## config.mk

```make
export PLATFORM = sky130hd
export DESIGN_NAME = fpd_pwm_top
export DESIGN_NICKNAME = d
export VERILOG_FILES = /design/src/fpd_pwm_top.v /design/src/fpd_chan.v
export VERILOG_INCLUDE_DIRS = /design/src
export SDC_FILE = /design/constraint.sdc
export NUM_CORES = 1
export LEC_CHECK = 0
export BUFFER_PORTS_ARGS = -buffer_cell sky130_fd_sc_hd__clkbuf_2
export CAP_MARGIN = 5
export CELL_PAD_IN_SITES_DETAIL_PLACEMENT = 2
export CELL_PAD_IN_SITES_GLOBAL_PLACEMENT = 2
export CORE_MARGIN = 3
export CORE_UTILIZATION = 40
export DETAILED_ROUTE_END_ITERATION = 12
export GPL_ROUTABILITY_DRIVEN = 0
export PLACE_DENSITY_LB_ADDON = 0.08
export REMOVE_ABC_BUFFERS = 1
export SYNTH_ARGS = -nofsm -noshare
export SYNTH_HDL_FRONTEND = slang
export SYNTH_SLANG_ARGS = --single-unit
```

## constraint.sdc

```tcl
create_clock -name sys_clk -period 7.4 [get_ports sys_clk]
set_clock_uncertainty 0.2 [all_clocks]
set_input_delay 1.11 -clock sys_clk [delete_from_list [all_inputs] [get_ports sys_clk]]
set_output_delay 1.11 -clock sys_clk [all_outputs]
set_load 0.05 [all_outputs]
```

## src/fpd_defs.vh

```
// register map, field positions, reset values and timing constants of the fine pwm timer
`ifndef FPD_DEFS_VH
`define FPD_DEFS_VH

// byte addresses inside the shared window: bit 1 picks the pair, bit 0 the byte
`define FPD_ADDR_PAIR0_HI 2'h0
`define FPD_ADDR_PAIR0_LO 2'h1
`define FPD_ADDR_PAIR1_HI 2'h2
`define FPD_ADDR_PAIR1_LO 2'h3

// modulator_control_reg fields
`define FPD_CTL_RSV7 7
`define FPD_CTL_RUN 6
`define FPD_CTL_EN_B 3
`define FPD_CTL_EN_A 2
`define FPD_CTL_POL 1
`define FPD_CTL_CLKSEL 0
`define FPD_CTL_RO_ONES 8'h30
`define FPD_CTL_RST 8'h00

// duty value word fields
`define FPD_DUTY_MSB 15
`define FPD_DUTY_LSB 2
`define FPD_DUTY_CARRIER 1
`define FPD_DUTY_RSV 0

// counter low byte fields
`define FPD_CNTL_RSV 1
`define FPD_CNTL_BANK 0

// reset values, counter hold value and unmapped read value
`define FPD_DUTY_RST 14'h3fff
`define FPD_CARRIER_RST 1'b1
`define FPD_BANK_RST 1'b1
`define FPD_CNT_RST 14'h0000
`define FPD_CNT_HOLD 14'h0003
`define FPD_TEMP_RST 8'h00
`define FPD_UNMAPPED 8'hff

// valid duty ranges per carrier setting
`define FPD_MIN_CARRIER0 14'h0100
`define FPD_MIN_CARRIER1 14'h0040

// resolution periods in system clocks, minus one
`define FPD_DIV_1 14'h0000
`define FPD_DIV_2 14'h0001
`define FPD_DIV_64 14'h003f
`define FPD_DIV_128 14'h007f
`define FPD_DIV_256 14'h00ff
`define FPD_DIV_1024 14'h03ff
`define FPD_DIV_4096 14'h0fff
`define FPD_DIV_16384 14'h3fff

`endif

```

## src/fpd_pwm_top.v

```verilog
// fine pulse modulator top: shared counter, banked byte registers, two output pins
`timescale 1ns/1ps
`default_nettype none
`include "fpd_defs.vh"
module fpd_pwm_top #(
	parameter CNT_W = 14
) (
	input wire sys_clk,
	input wire srst,
	input wire cpu_sel,
	input wire cpu_rd,
	input wire cpu_wr,
	input wire [1:0] cpu_addr,
	input wire [7:0] cpu_wdata,
	input wire shared_space_select_bit,
	input wire [1:0] res_ext_sel,
	output reg [7:0] cpu_rdata,
	output reg channel_a_output_pin,
	output reg channel_b_output_pin
);
	// resolution period length minus one for a 3-bit selection
	function [13:0] div_of;
		input [2:0] idx;
		begin
			case (idx)
				3'd0: div_of = `FPD_DIV_1;
				3'd1: div_of = `FPD_DIV_2;
				3'd2: div_of = `FPD_DIV_64;
				3'd3: div_of = `FPD_DIV_128;
				3'd4: div_of = `FPD_DIV_256;
				3'd5: div_of = `FPD_DIV_1024;
				3'd6: div_of = `FPD_DIV_4096;
				default: div_of = `FPD_DIV_16384;
			endcase
		end
	endfunction

	// counter bits 8..13 shown reversed in cpu bits 7..2
	function [5:0] rev6;
		input [5:0] v;
		integer k;
		begin
			for (k = 0; k < 6; k = k + 1) begin
				rev6[k] = v[5-k];
			end
		end
	endfunction

	// cpu view of the counter low byte
	function [7:0] cnt_low;
		input [13:0] c;
		input bank;
		begin
			cnt_low = {rev6(c[13:8]), 1'b1, bank};
		end
	endfunction

	reg [7:0] ctl_reg;
	reg [13:0] duty_a_reg;
	reg [13:0] duty_b_reg;
	reg carrier_a_reg;
	reg carrier_b_reg;
	reg bank_reg;
	reg [13:0] cnt_reg;
	reg [13:0] pre_reg;
	reg [7:0] temp_reg;

	reg [7:0] ctl_next;
	reg [13:0] duty_a_next;
	reg [13:0] duty_b_next;
	reg carrier_a_next;
	reg carrier_b_next;
	reg bank_next;
	reg [13:0] cnt_next;
	reg [13:0] pre_next;
	reg [7:0] temp_next;
	reg [7:0] rdata_next;

	wire acc;
	wire wr;
	wire rd;
	wire tick;
	wire [13:0] div_max;
	wire [13:0] cnt_wr_val;
	wire wave_a;
	wire wave_b;

	// registers only answer while the shared space is handed to this unit
	assign acc = cpu_sel & shared_space_select_bit;
	assign wr = acc & cpu_wr;
	assign rd = acc & cpu_rd & ~cpu_wr;

	// resolution index: counter clock select bit plus outside selection
	assign div_max = div_of({res_ext_sel, ctl_reg[`FPD_CTL_CLKSEL]});
	assign tick = (pre_reg == div_max);

	// counter word assembled from staged high byte and written low byte
	assign cnt_wr_val = {rev6(cpu_wdata[7:2]), temp_reg};

	always @* begin
		ctl_next = ctl_reg;
		duty_a_next = duty_a_reg;
		duty_b_next = duty_b_reg;
		carrier_a_next = carrier_a_reg;
		carrier_b_next = carrier_b_reg;
		bank_next = bank_reg;
		temp_next = temp_reg;
		rdata_next = cpu_rdata;
		cnt_next = cnt_reg;
		pre_next = pre_reg;

		// time base
		if (ctl_reg[`FPD_CTL_RUN]) begin
			cnt_next = `FPD_CNT_HOLD;
			pre_next = 14'h0000;
		end else if (tick) begin
			cnt_next = cnt_reg + 14'h0001;
			pre_next = 14'h0000;
		end else begin
			pre_next = pre_reg + 14'h0001;
		end

		if (wr) begin
			case (cpu_addr)
				`FPD_ADDR_PAIR0_HI: begin
					if (bank_reg) begin
						ctl_next = cpu_wdata;
					end else begin
						temp_next = cpu_wdata;
					end
				end
				`FPD_ADDR_PAIR0_LO: begin
					if (!bank_reg) begin
						duty_a_next = {temp_reg, cpu_wdata[7:2]};
						carrier_a_next = cpu_wdata[`FPD_DUTY_CARRIER];
					end
				end
				`FPD_ADDR_PAIR1_HI: begin
					temp_next = cpu_wdata;
				end
				`FPD_ADDR_PAIR1_LO: begin
					bank_next = cpu_wdata[`FPD_CNTL_BANK];
					if (bank_reg) begin
						cnt_next = cnt_wr_val;
						pre_next = 14'h0000;
					end else begin
						duty_b_next = {temp_reg, cpu_wdata[7:2]};
						carrier_b_next = cpu_wdata[`FPD_DUTY_CARRIER];
					end
				end
				default: begin
					temp_next = temp_reg;
				end
			endcase
		end

		if (rd) begin
			case (cpu_addr)
				`FPD_ADDR_PAIR0_HI: begin
					if (bank_reg) begin
						rdata_next = ctl_reg | `FPD_CTL_RO_ONES;
					end else begin
						rdata_next = duty_a_reg[13:6];
						temp_next = {duty_a_reg[5:0], carrier_a_reg, 1'b1};
					end
				end
				`FPD_ADDR_PAIR0_LO: begin
					if (bank_reg) begin
						rdata_next = `FPD_UNMAPPED;
					end else begin
						rdata_next = temp_reg;
					end
				end
				`FPD_ADDR_PAIR1_HI: begin
					if (bank_reg) begin
						rdata_next = cnt_reg[7:0];
						temp_next = cnt_low(cnt_reg, bank_reg);
					end else begin
						rdata_next = duty_b_reg[13:6];
						temp_next = {duty_b_reg[5:0], carrier_b_reg, bank_reg};
					end
				end
				`FPD_ADDR_PAIR1_LO: begin
					rdata_next = temp_reg;
				end
				default: begin
					rdata_next = cpu_rdata;
				end
			endcase
		end
	end

	always @(posedge sys_clk) begin
		if (srst) begin
			ctl_reg <= `FPD_CTL_RST;
			duty_a_reg <= `FPD_DUTY_RST;
			duty_b_reg <= `FPD_DUTY_RST;
			carrier_a_reg <= `FPD_CARRIER_RST;
			carrier_b_reg <= `FPD_CARRIER_RST;
			bank_reg <= `FPD_BANK_RST;
			cnt_reg <= `FPD_CNT_RST;
			pre_reg <= 14'h0000;
			temp_reg <= `FPD_TEMP_RST;
			cpu_rdata <= 8'h00;
		end else begin
			ctl_reg <= ctl_next & ~`FPD_CTL_RO_ONES;
			duty_a_reg <= duty_a_next;
			duty_b_reg <= duty_b_next;
			carrier_a_reg <= carrier_a_next;
			carrier_b_reg <= carrier_b_next;
			bank_reg <= bank_next;
			cnt_reg <= cnt_next;
			pre_reg <= pre_next;
			temp_reg <= temp_next;
			cpu_rdata <= rdata_next;
		end
	end

	// both channels share the one counter
	fpd_chan #(
		.CNT_W(CNT_W)
	) u_chan_a (
		.sys_clk(sys_clk),
		.srst(srst),
		.cnt(cnt_reg),
		.duty(duty_a_reg),
		.carrier_sel(carrier_a_reg),
		.wave_reg(wave_a)
	);

	fpd_chan #(
		.CNT_W(CNT_W)
	) u_chan_b (
		.sys_clk(sys_clk),
		.srst(srst),
		.cnt(cnt_reg),
		.duty(duty_b_reg),
		.carrier_sel(carrier_b_reg),
		.wave_reg(wave_b)
	);

	// pins: enable gates, polarity inverts, disabled pin stays low
	always @(posedge sys_clk) begin
		if (srst) begin
			channel_a_output_pin <= 1'b0;
			channel_b_output_pin <= 1'b0;
		end else begin
			channel_a_output_pin <= ctl_reg[`FPD_CTL_EN_A] &
				(wave_a ^ ctl_reg[`FPD_CTL_POL]);
			channel_b_output_pin <= ctl_reg[`FPD_CTL_EN_B] &
				(wave_b ^ ctl_reg[`FPD_CTL_POL]);
		end
	end
endmodule // fpd_pwm_top
`default_nettype wire

```

## src/fpd_chan.v

```verilog
// one modulator channel: compares the shared counter with its duty value
`timescale 1ns/1ps
`default_nettype none
`include "fpd_defs.vh"
module fpd_chan #(
	parameter CNT_W = 14
) (
	input wire sys_clk,
	input wire srst,
	input wire [CNT_W-1:0] cnt,
	input wire [CNT_W-1:0] duty,
	input wire carrier_sel,
	output reg wave_reg
);
	reg [5:0] cyc6;
	reg [7:0] cyc8;
	reg [5:0] rev6;
	reg [7:0] rev8;
	reg add;
	reg in_range;
	reg [8:0] limit;
	reg [8:0] pos;
	reg wave_next;
	integer i;

	always @* begin
		cyc6 = cnt[13:8];
		cyc8 = cnt[13:6];
		// 12-bit use: top counter bits take no part
		if (duty[1:0] == 2'b00) begin
			cyc6[5:4] = 2'b00;
			cyc8[7:6] = 2'b00;
		end
		for (i = 0; i < 6; i = i + 1) begin
			rev6[i] = cyc6[5-i];
		end
		for (i = 0; i < 8; i = i + 1) begin
			rev8[i] = cyc8[7-i];
		end
		if (carrier_sel) begin
			// base cycle of 256 periods, 64 base cycles per frame
			pos = {1'b0, cnt[7:0]};
			add = (rev6 < duty[5:0]);
			limit = {1'b0, duty[13:6]} + {8'h00, add};
			in_range = (duty >= `FPD_MIN_CARRIER1);
		end else begin
			// base cycle of 64 periods, 256 base cycles per frame
			pos = {3'b000, cnt[5:0]};
			add = (rev8 < duty[7:0]);
			limit = {3'b000, duty[13:8]} + {8'h00, add};
			in_range = (duty >= `FPD_MIN_CARRIER0);
		end
		wave_next = in_range & (pos < limit);
	end

	always @(posedge sys_clk) begin
		if (srst) begin
			wave_reg <= 1'b0;
		end else begin
			wave_reg <= wave_next;
		end
	end
endmodule // fpd_chan
`default_nettype wire

```

## Word level (Yosys, flattened, before mapping)

Index checks and enable logic that the tools add are counted.

- Register bits after elaboration: 85
- Bits in latches: 0
- RAM bits: 0
- Bits in read-only memories: 0
- Bits of input ports: 18
- Output and inout bits: 10
- Word-level logic and storage cells: 90
- Memories kept: 0

- Add/subtract/negate cells: 6
- Multipliers: 0
- Div/mod/pow operators: 0
- Order comparisons: 10
- Equality and inequality tests: 10
- Shift operators: 0
- Mux-type cells: 30
- Bitwise logic cells: 12
- Reductions and logical operators: 8

Operators with widths:

| operator | count |
|---|---|
| 14-bit 2-to-1 mux | 10 |
| 14-bit case mux with 7 select lines | 1 |
| 8-bit 2-to-1 mux | 10 |
| 8-bit case mux with 2 select lines | 2 |
| 8-bit case mux with 4 select lines | 1 |
| 14-bit by 1-bit adder with 14-bit output (second input constant) | 2 |
| 14-bit by 7-bit greater-or-equal comparator with 1-bit output (second input constant) | 2 |
| 14-bit by 9-bit greater-or-equal comparator with 1-bit output (second input constant) | 2 |
| 8-bit by 1-bit adder with 9-bit output | 2 |
| 8-bit by 9-bit less-than comparator with 1-bit output | 2 |
| 9-bit 2-to-1 mux | 2 |
| 8-bit less-than comparator | 2 |
| 6-bit by 1-bit adder with 7-bit output | 2 |
| 14-bit == test | 1 |
| 6-bit less-than comparator | 2 |
| 3-bit == test (second input constant) | 3 |
| 3-bit AND reduction | 3 |
| 1-bit bitwise AND | 8 |
| 3-bit by 2-bit == test with 1-bit output (second input constant) | 2 |
| 2-bit logical NOT | 3 |
| 2-bit == test (second input constant) | 2 |
| 2-bit 2-to-1 mux | 2 |
| 3-bit by 1-bit == test with 1-bit output (second input constant) | 1 |
| 3-bit logical NOT | 1 |
| 5 further kinds | 8 |

## Longest topological paths before layout

- Depth in word-level cells: 8
- Gate-level depth with buffers: 20
- Mapped depth without buffers: 20

## By module

Synthesis repeated with hierarchy kept, for this count alone.

- Cells, all modules: 693
- Area, all modules: 5,650.4 sq um

By module, submodules not included:

| module | instances | cells each | area an instance (sq um) | sequential area each (sq um) |
|---|---|---|---|---|
| fpd_pwm_top | 1 | 503 | 4,239.1 | 1,661.6 |
| fpd_chan | 2 | 95 | 705.7 | 20.0 |

## Worst setup path before layout

Ideal clock, no wire load.

- Path kind: register to register
- Start: register duty_a_reg[0]
- End: register u_chan_a.wave_reg
- Library setup time: 0.086 ns
- Data arrival time: 3.446 ns
- Data required time: 7.114 ns
- Path slack: 3.669 ns
- Cell stages (with the launch flop): 20
- Buffers on the path: 0
- Clock period less this slack: 3.731 ns
- Cells stage by stage: dfxtp_1 o21a_1 ha_1 a21oi_1 nor2b_1 o21ai_0 a21oi_1 o41ai_1 ha_1 ha_1 nand2_1 o211a_1 o21ai_0 ha_1 a21o_1 a211o_1 o221ai_1 a21oi_1 o22a_1 a211oi_1

- Cells in the longest elaborated chain, start to end: 7
- Elaborated cells between the ends (all ways): 12
- Classes of those cells: 2 x add/sub; 5 x order compare; 3 x mux; 1 x bitwise; 1 x reduce/logical

Ends and longest elaborated chain:

| what | RTL line | text |
|---|---|---|
| start, declared | fpd_pwm_top.v:59 | `reg [13:0] duty_a_reg;` |
| start signal, assigned | fpd_pwm_top.v:196 | `` duty_a_reg <= `FPD_DUTY_RST; `` |
| start signal, assigned | fpd_pwm_top.v:207 | `duty_a_reg <= duty_a_next;` |
| 2-bit logical NOT | fpd_chan.v:30 | `if (duty[1:0] == 2'b00) begin` |
| 2-bit 2-to-1 mux | fpd_chan.v:30 |  |
| 8-bit less-than comparator or 6-bit less-than comparator (tied branches) | fpd_chan.v:49, fpd_chan.v:43 |  |
| 6-bit by 1-bit adder with 7-bit output or 8-bit by 1-bit adder with 9-bit output (tied branches) | fpd_chan.v:50, fpd_chan.v:44 |  |
| 9-bit 2-to-1 mux | fpd_chan.v:40 | `if (carrier_sel) begin` |
| 8-bit by 9-bit less-than comparator with 1-bit output | fpd_chan.v:53 | `wave_next = in_range & (pos < limit);` |
| 1-bit bitwise AND (*) | fpd_chan.v:53 |  |
| end signal, assigned | fpd_chan.v:60 | `wave_reg <= wave_next;` |
| end, declared | fpd_chan.v:13 | `output reg wave_reg` |

Every way passes the cells marked *; elsewhere a longest branch is shown, timed or not.
A chain may end at the register's enable or synchronous reset.

## Final worst setup path

Same ends and word-level chain as after synthesis.

==> results.txt <==
CTS HTree Levels: 3
Tmin final: 4.408 ns
antenna diode count: 0
Hold Fails Final Rpt: 0
Max Cap Violations: 0
initial antenna violation count: 0
R2R setup slack: 2.99 ns
Slew Limit Fails: 0
crit end category: register
Setup WS post-layout: 2.993 ns
GR Util All Layers: 26.05%
Post-DRT Antenna Nets: 0
Post-synth top cells: 96 x nor2_1, 85 x dfxtp_1, 67 x nand2_1
cell taking the most area after synthesis: dfxtp_1
largest net degree at the start of global routing: 62
Data arrival, critical path: 4.47 ns
Initial Util: 40.98%
synth warn: 0
syn avg cell area: 8.109 um^2
Achievable Freq: 0.2269 GHz
Synth Register Bits: 85
CTS Hold Bufs: 0
Hold Path Class: register to register
Floorplan Core Area: 13300 um^2
Synth area leaders: dfxtp_1 31%, ha_1 8.7%, nor2_1 6.6%, nand2_1 4.6%, mux2i_1 4.6%
reg2reg end: u_chan_a.wave_reg$_SDFF_PP0_
Setup TNS: 0 ns
routed length per placed instance: 22.25 um
Die Height: 122.7 um
Worst R2R Path Depth: 19
Static Leak: 0.002636 uW
Max rail drop VDD: 88.28 uV
register area share after synthesis: 31.23%
final setup fails: 0
gr ovfl total: 0
clk buf depth: 2
synthesis-to-layout area growth: 9.185%
post-CTS setup buffer count: 0
worst-skew pair later-pin latency: 0.35 ns
total CTS buffers: 9
DR pass1 iterations: 5
clk root buf: clkbuf_16
fin util: 44.75%
hold endpoint: cpu_rdata[0]$_SDFFE_PP0P_
nets: 725
worst slack, placed: 3.030 ns
Reg clk slew, reported paths: 0.07 ns
synthesized area: 5449 um^2
# IOs: 28
CTS sink cnt: 85
unrepaired setup endpoints after global routing: no
Slew headroom: 34.18%
status: finished, final reports clean
startpoint types: register
first-pass GRT wire length: 30150 um
share of cells above drive strength 1: 9.361%
post-DP HPWL: 13180 um
Most used DFF post-synth: dfxtp_1
Remaining DRCs: 0
hold depth: 2
post-cts resize count: 0
die footprint: 15060 um^2
FILL cells: 1508
CP Class: register to register
vias in the first global route: 5339
overall routed net length: 18890 um
Die X: 122.7 um
most common cell in the netlist: nor2_1
post-synth top area share: 31.23%
Buffers on Ports: 27
pwr dens: 175.6 nW/um^2
required time of the critical path: 7.47 ns
Synth async-reset ratio: 0%
Syn Inst Count: 672
Iter 0 DRT Violations: 255
Synth cell types: 61
CP Max Fanout: 4
Row Count: 42
Worst-Margin Slew: 0.9797 ns
Hold Crit Start: cpu_rdata[0]$_SDFFE_PP0P_
Reg-to-Reg Start: duty_a_reg[0]$_SDFFE_PP1P_
via count: 5006
final period utilization: 59.56%
post-DR vias/cell: 5.896
TritonCTS clock tree: done
Post-synth EDFFs: 0
==> cell usage in the layout (no fill, tap or decap), types with 4 or more instances in the layout <==
master	count
a211o_1	26
o21ai_0	27
o21ai_1	10
nor2_1	96
o21a_1	4
ha_1	38
a21oi_1	28
clkbuf_2	27
nor2b_1	12
mux2i_1	25
buf_4	6
xnor2_1	14
nor3_1	7
clkbuf_16	9
o211a_1	4
dfxtp_1	85
mux4_2	6
xor2_1	24
nand3_1	23
a31oi_1	6
and2_1	7
nand2_1	67
nand4_1	13
inv_1	20
nand3b_1	9
and3_1	12
nand2b_1	10
a211oi_1	12
==> worst max-delay path by stage <==
stage                                               to                       start
after floorplan             carrier_b_reg$_SDFFE_PP1P_                     cpu_sel
after global placement    u_chan_a.wave_reg$_SDFF_PP0_  duty_a_reg[0]$_SDFFE_PP1P_
after detailed placement  u_chan_a.wave_reg$_SDFF_PP0_  duty_a_reg[0]$_SDFFE_PP1P_
after CTS                 u_chan_a.wave_reg$_SDFF_PP0_  duty_a_reg[0]$_SDFFE_PP1P_
after global routing      u_chan_a.wave_reg$_SDFF_PP0_      cnt_reg[12]$_SDFF_PP0_
final                     u_chan_a.wave_reg$_SDFF_PP0_  duty_a_reg[0]$_SDFFE_PP1P_
==> cells by family after synthesis <==
family	after synthesis	share of synthesized area [%]
fa+ha+maj	38	8.726
compound gates	138	17.13
flops	85	31.23
mux	31	7.072
xor+xnor	38	6.108
simple gates	274	24.16
buf+inv	68	5.580
==> through the flow <==
step | instance area (um^2) | total power (uW) | std cells | hold WS (ns)
6_report | 5949 | 1045 | 849 | 0.2995
5_1_grt | 5949 | 1086 | 849 | 0.3359
4_1_cts | 5949 | 1052 | 849 | 0.3093
3_5_place_dp | 5634 | 554.2 | 834 | 0.2943
3_3_place_gp | 5634 | 551.6 | 834 | 0.2684
2_1_floorplan | 5224 | 517.6 | 625 | 0.2585
==> layer usage <==
metal / vias up / track usage, % / share of wire (%)
li1: 2356 / - / -
met5: - / 0 / 0
met1: 2547 / 33.91 / 45
met2: 73 / 44.24 / 50
met3: 30 / 3.548 / 2.6
met4: 0 / 8.817 / 2.5
==> critical path, stage by stage (launching register included) <==
cell	delay, ns
dfxtp_1	0.34
o21a_1	0.19
ha_1	0.27
a21oi_1	0.15
nor2b_1	0.06
o21ai_0	0.17
a21oi_1	0.15
o41ai_1	0.34
ha_1	0.29
ha_1	0.27
nand2_1	0.08
o211a_1	0.22
o21ai_0	0.17
ha_1	0.28
a21o_1	0.17
a211o_1	0.30
o221ai_1	0.18
a21oi_1	0.07
o22a_1	0.21
a211oi_1	0.20
==> layout make-up <==
cell class / count / area [um^2] / share of cell area (%)
inverter: 21 / 78.83 / 1.325
clock buffer: 11 / 242.7 / 4.080
timing repair buffer: 33 / 180.2 / 3.028
sequential: 85 / 1702 / 28.60
multi-input combinational: 519 / 3453 / 58.04
tap: 176 / 220.2 / 3.701
clock inverter: 4 / 72.57 / 1.220
==> report_power, final <==
| part | internal [uW] | switching, uW |
|---|---|---|
| sequential | 463 | 9.78 |
| clock | 303 | 197 |
| combinational | 24.1 | 47.4 |
(Power assumes the default switching activity.)
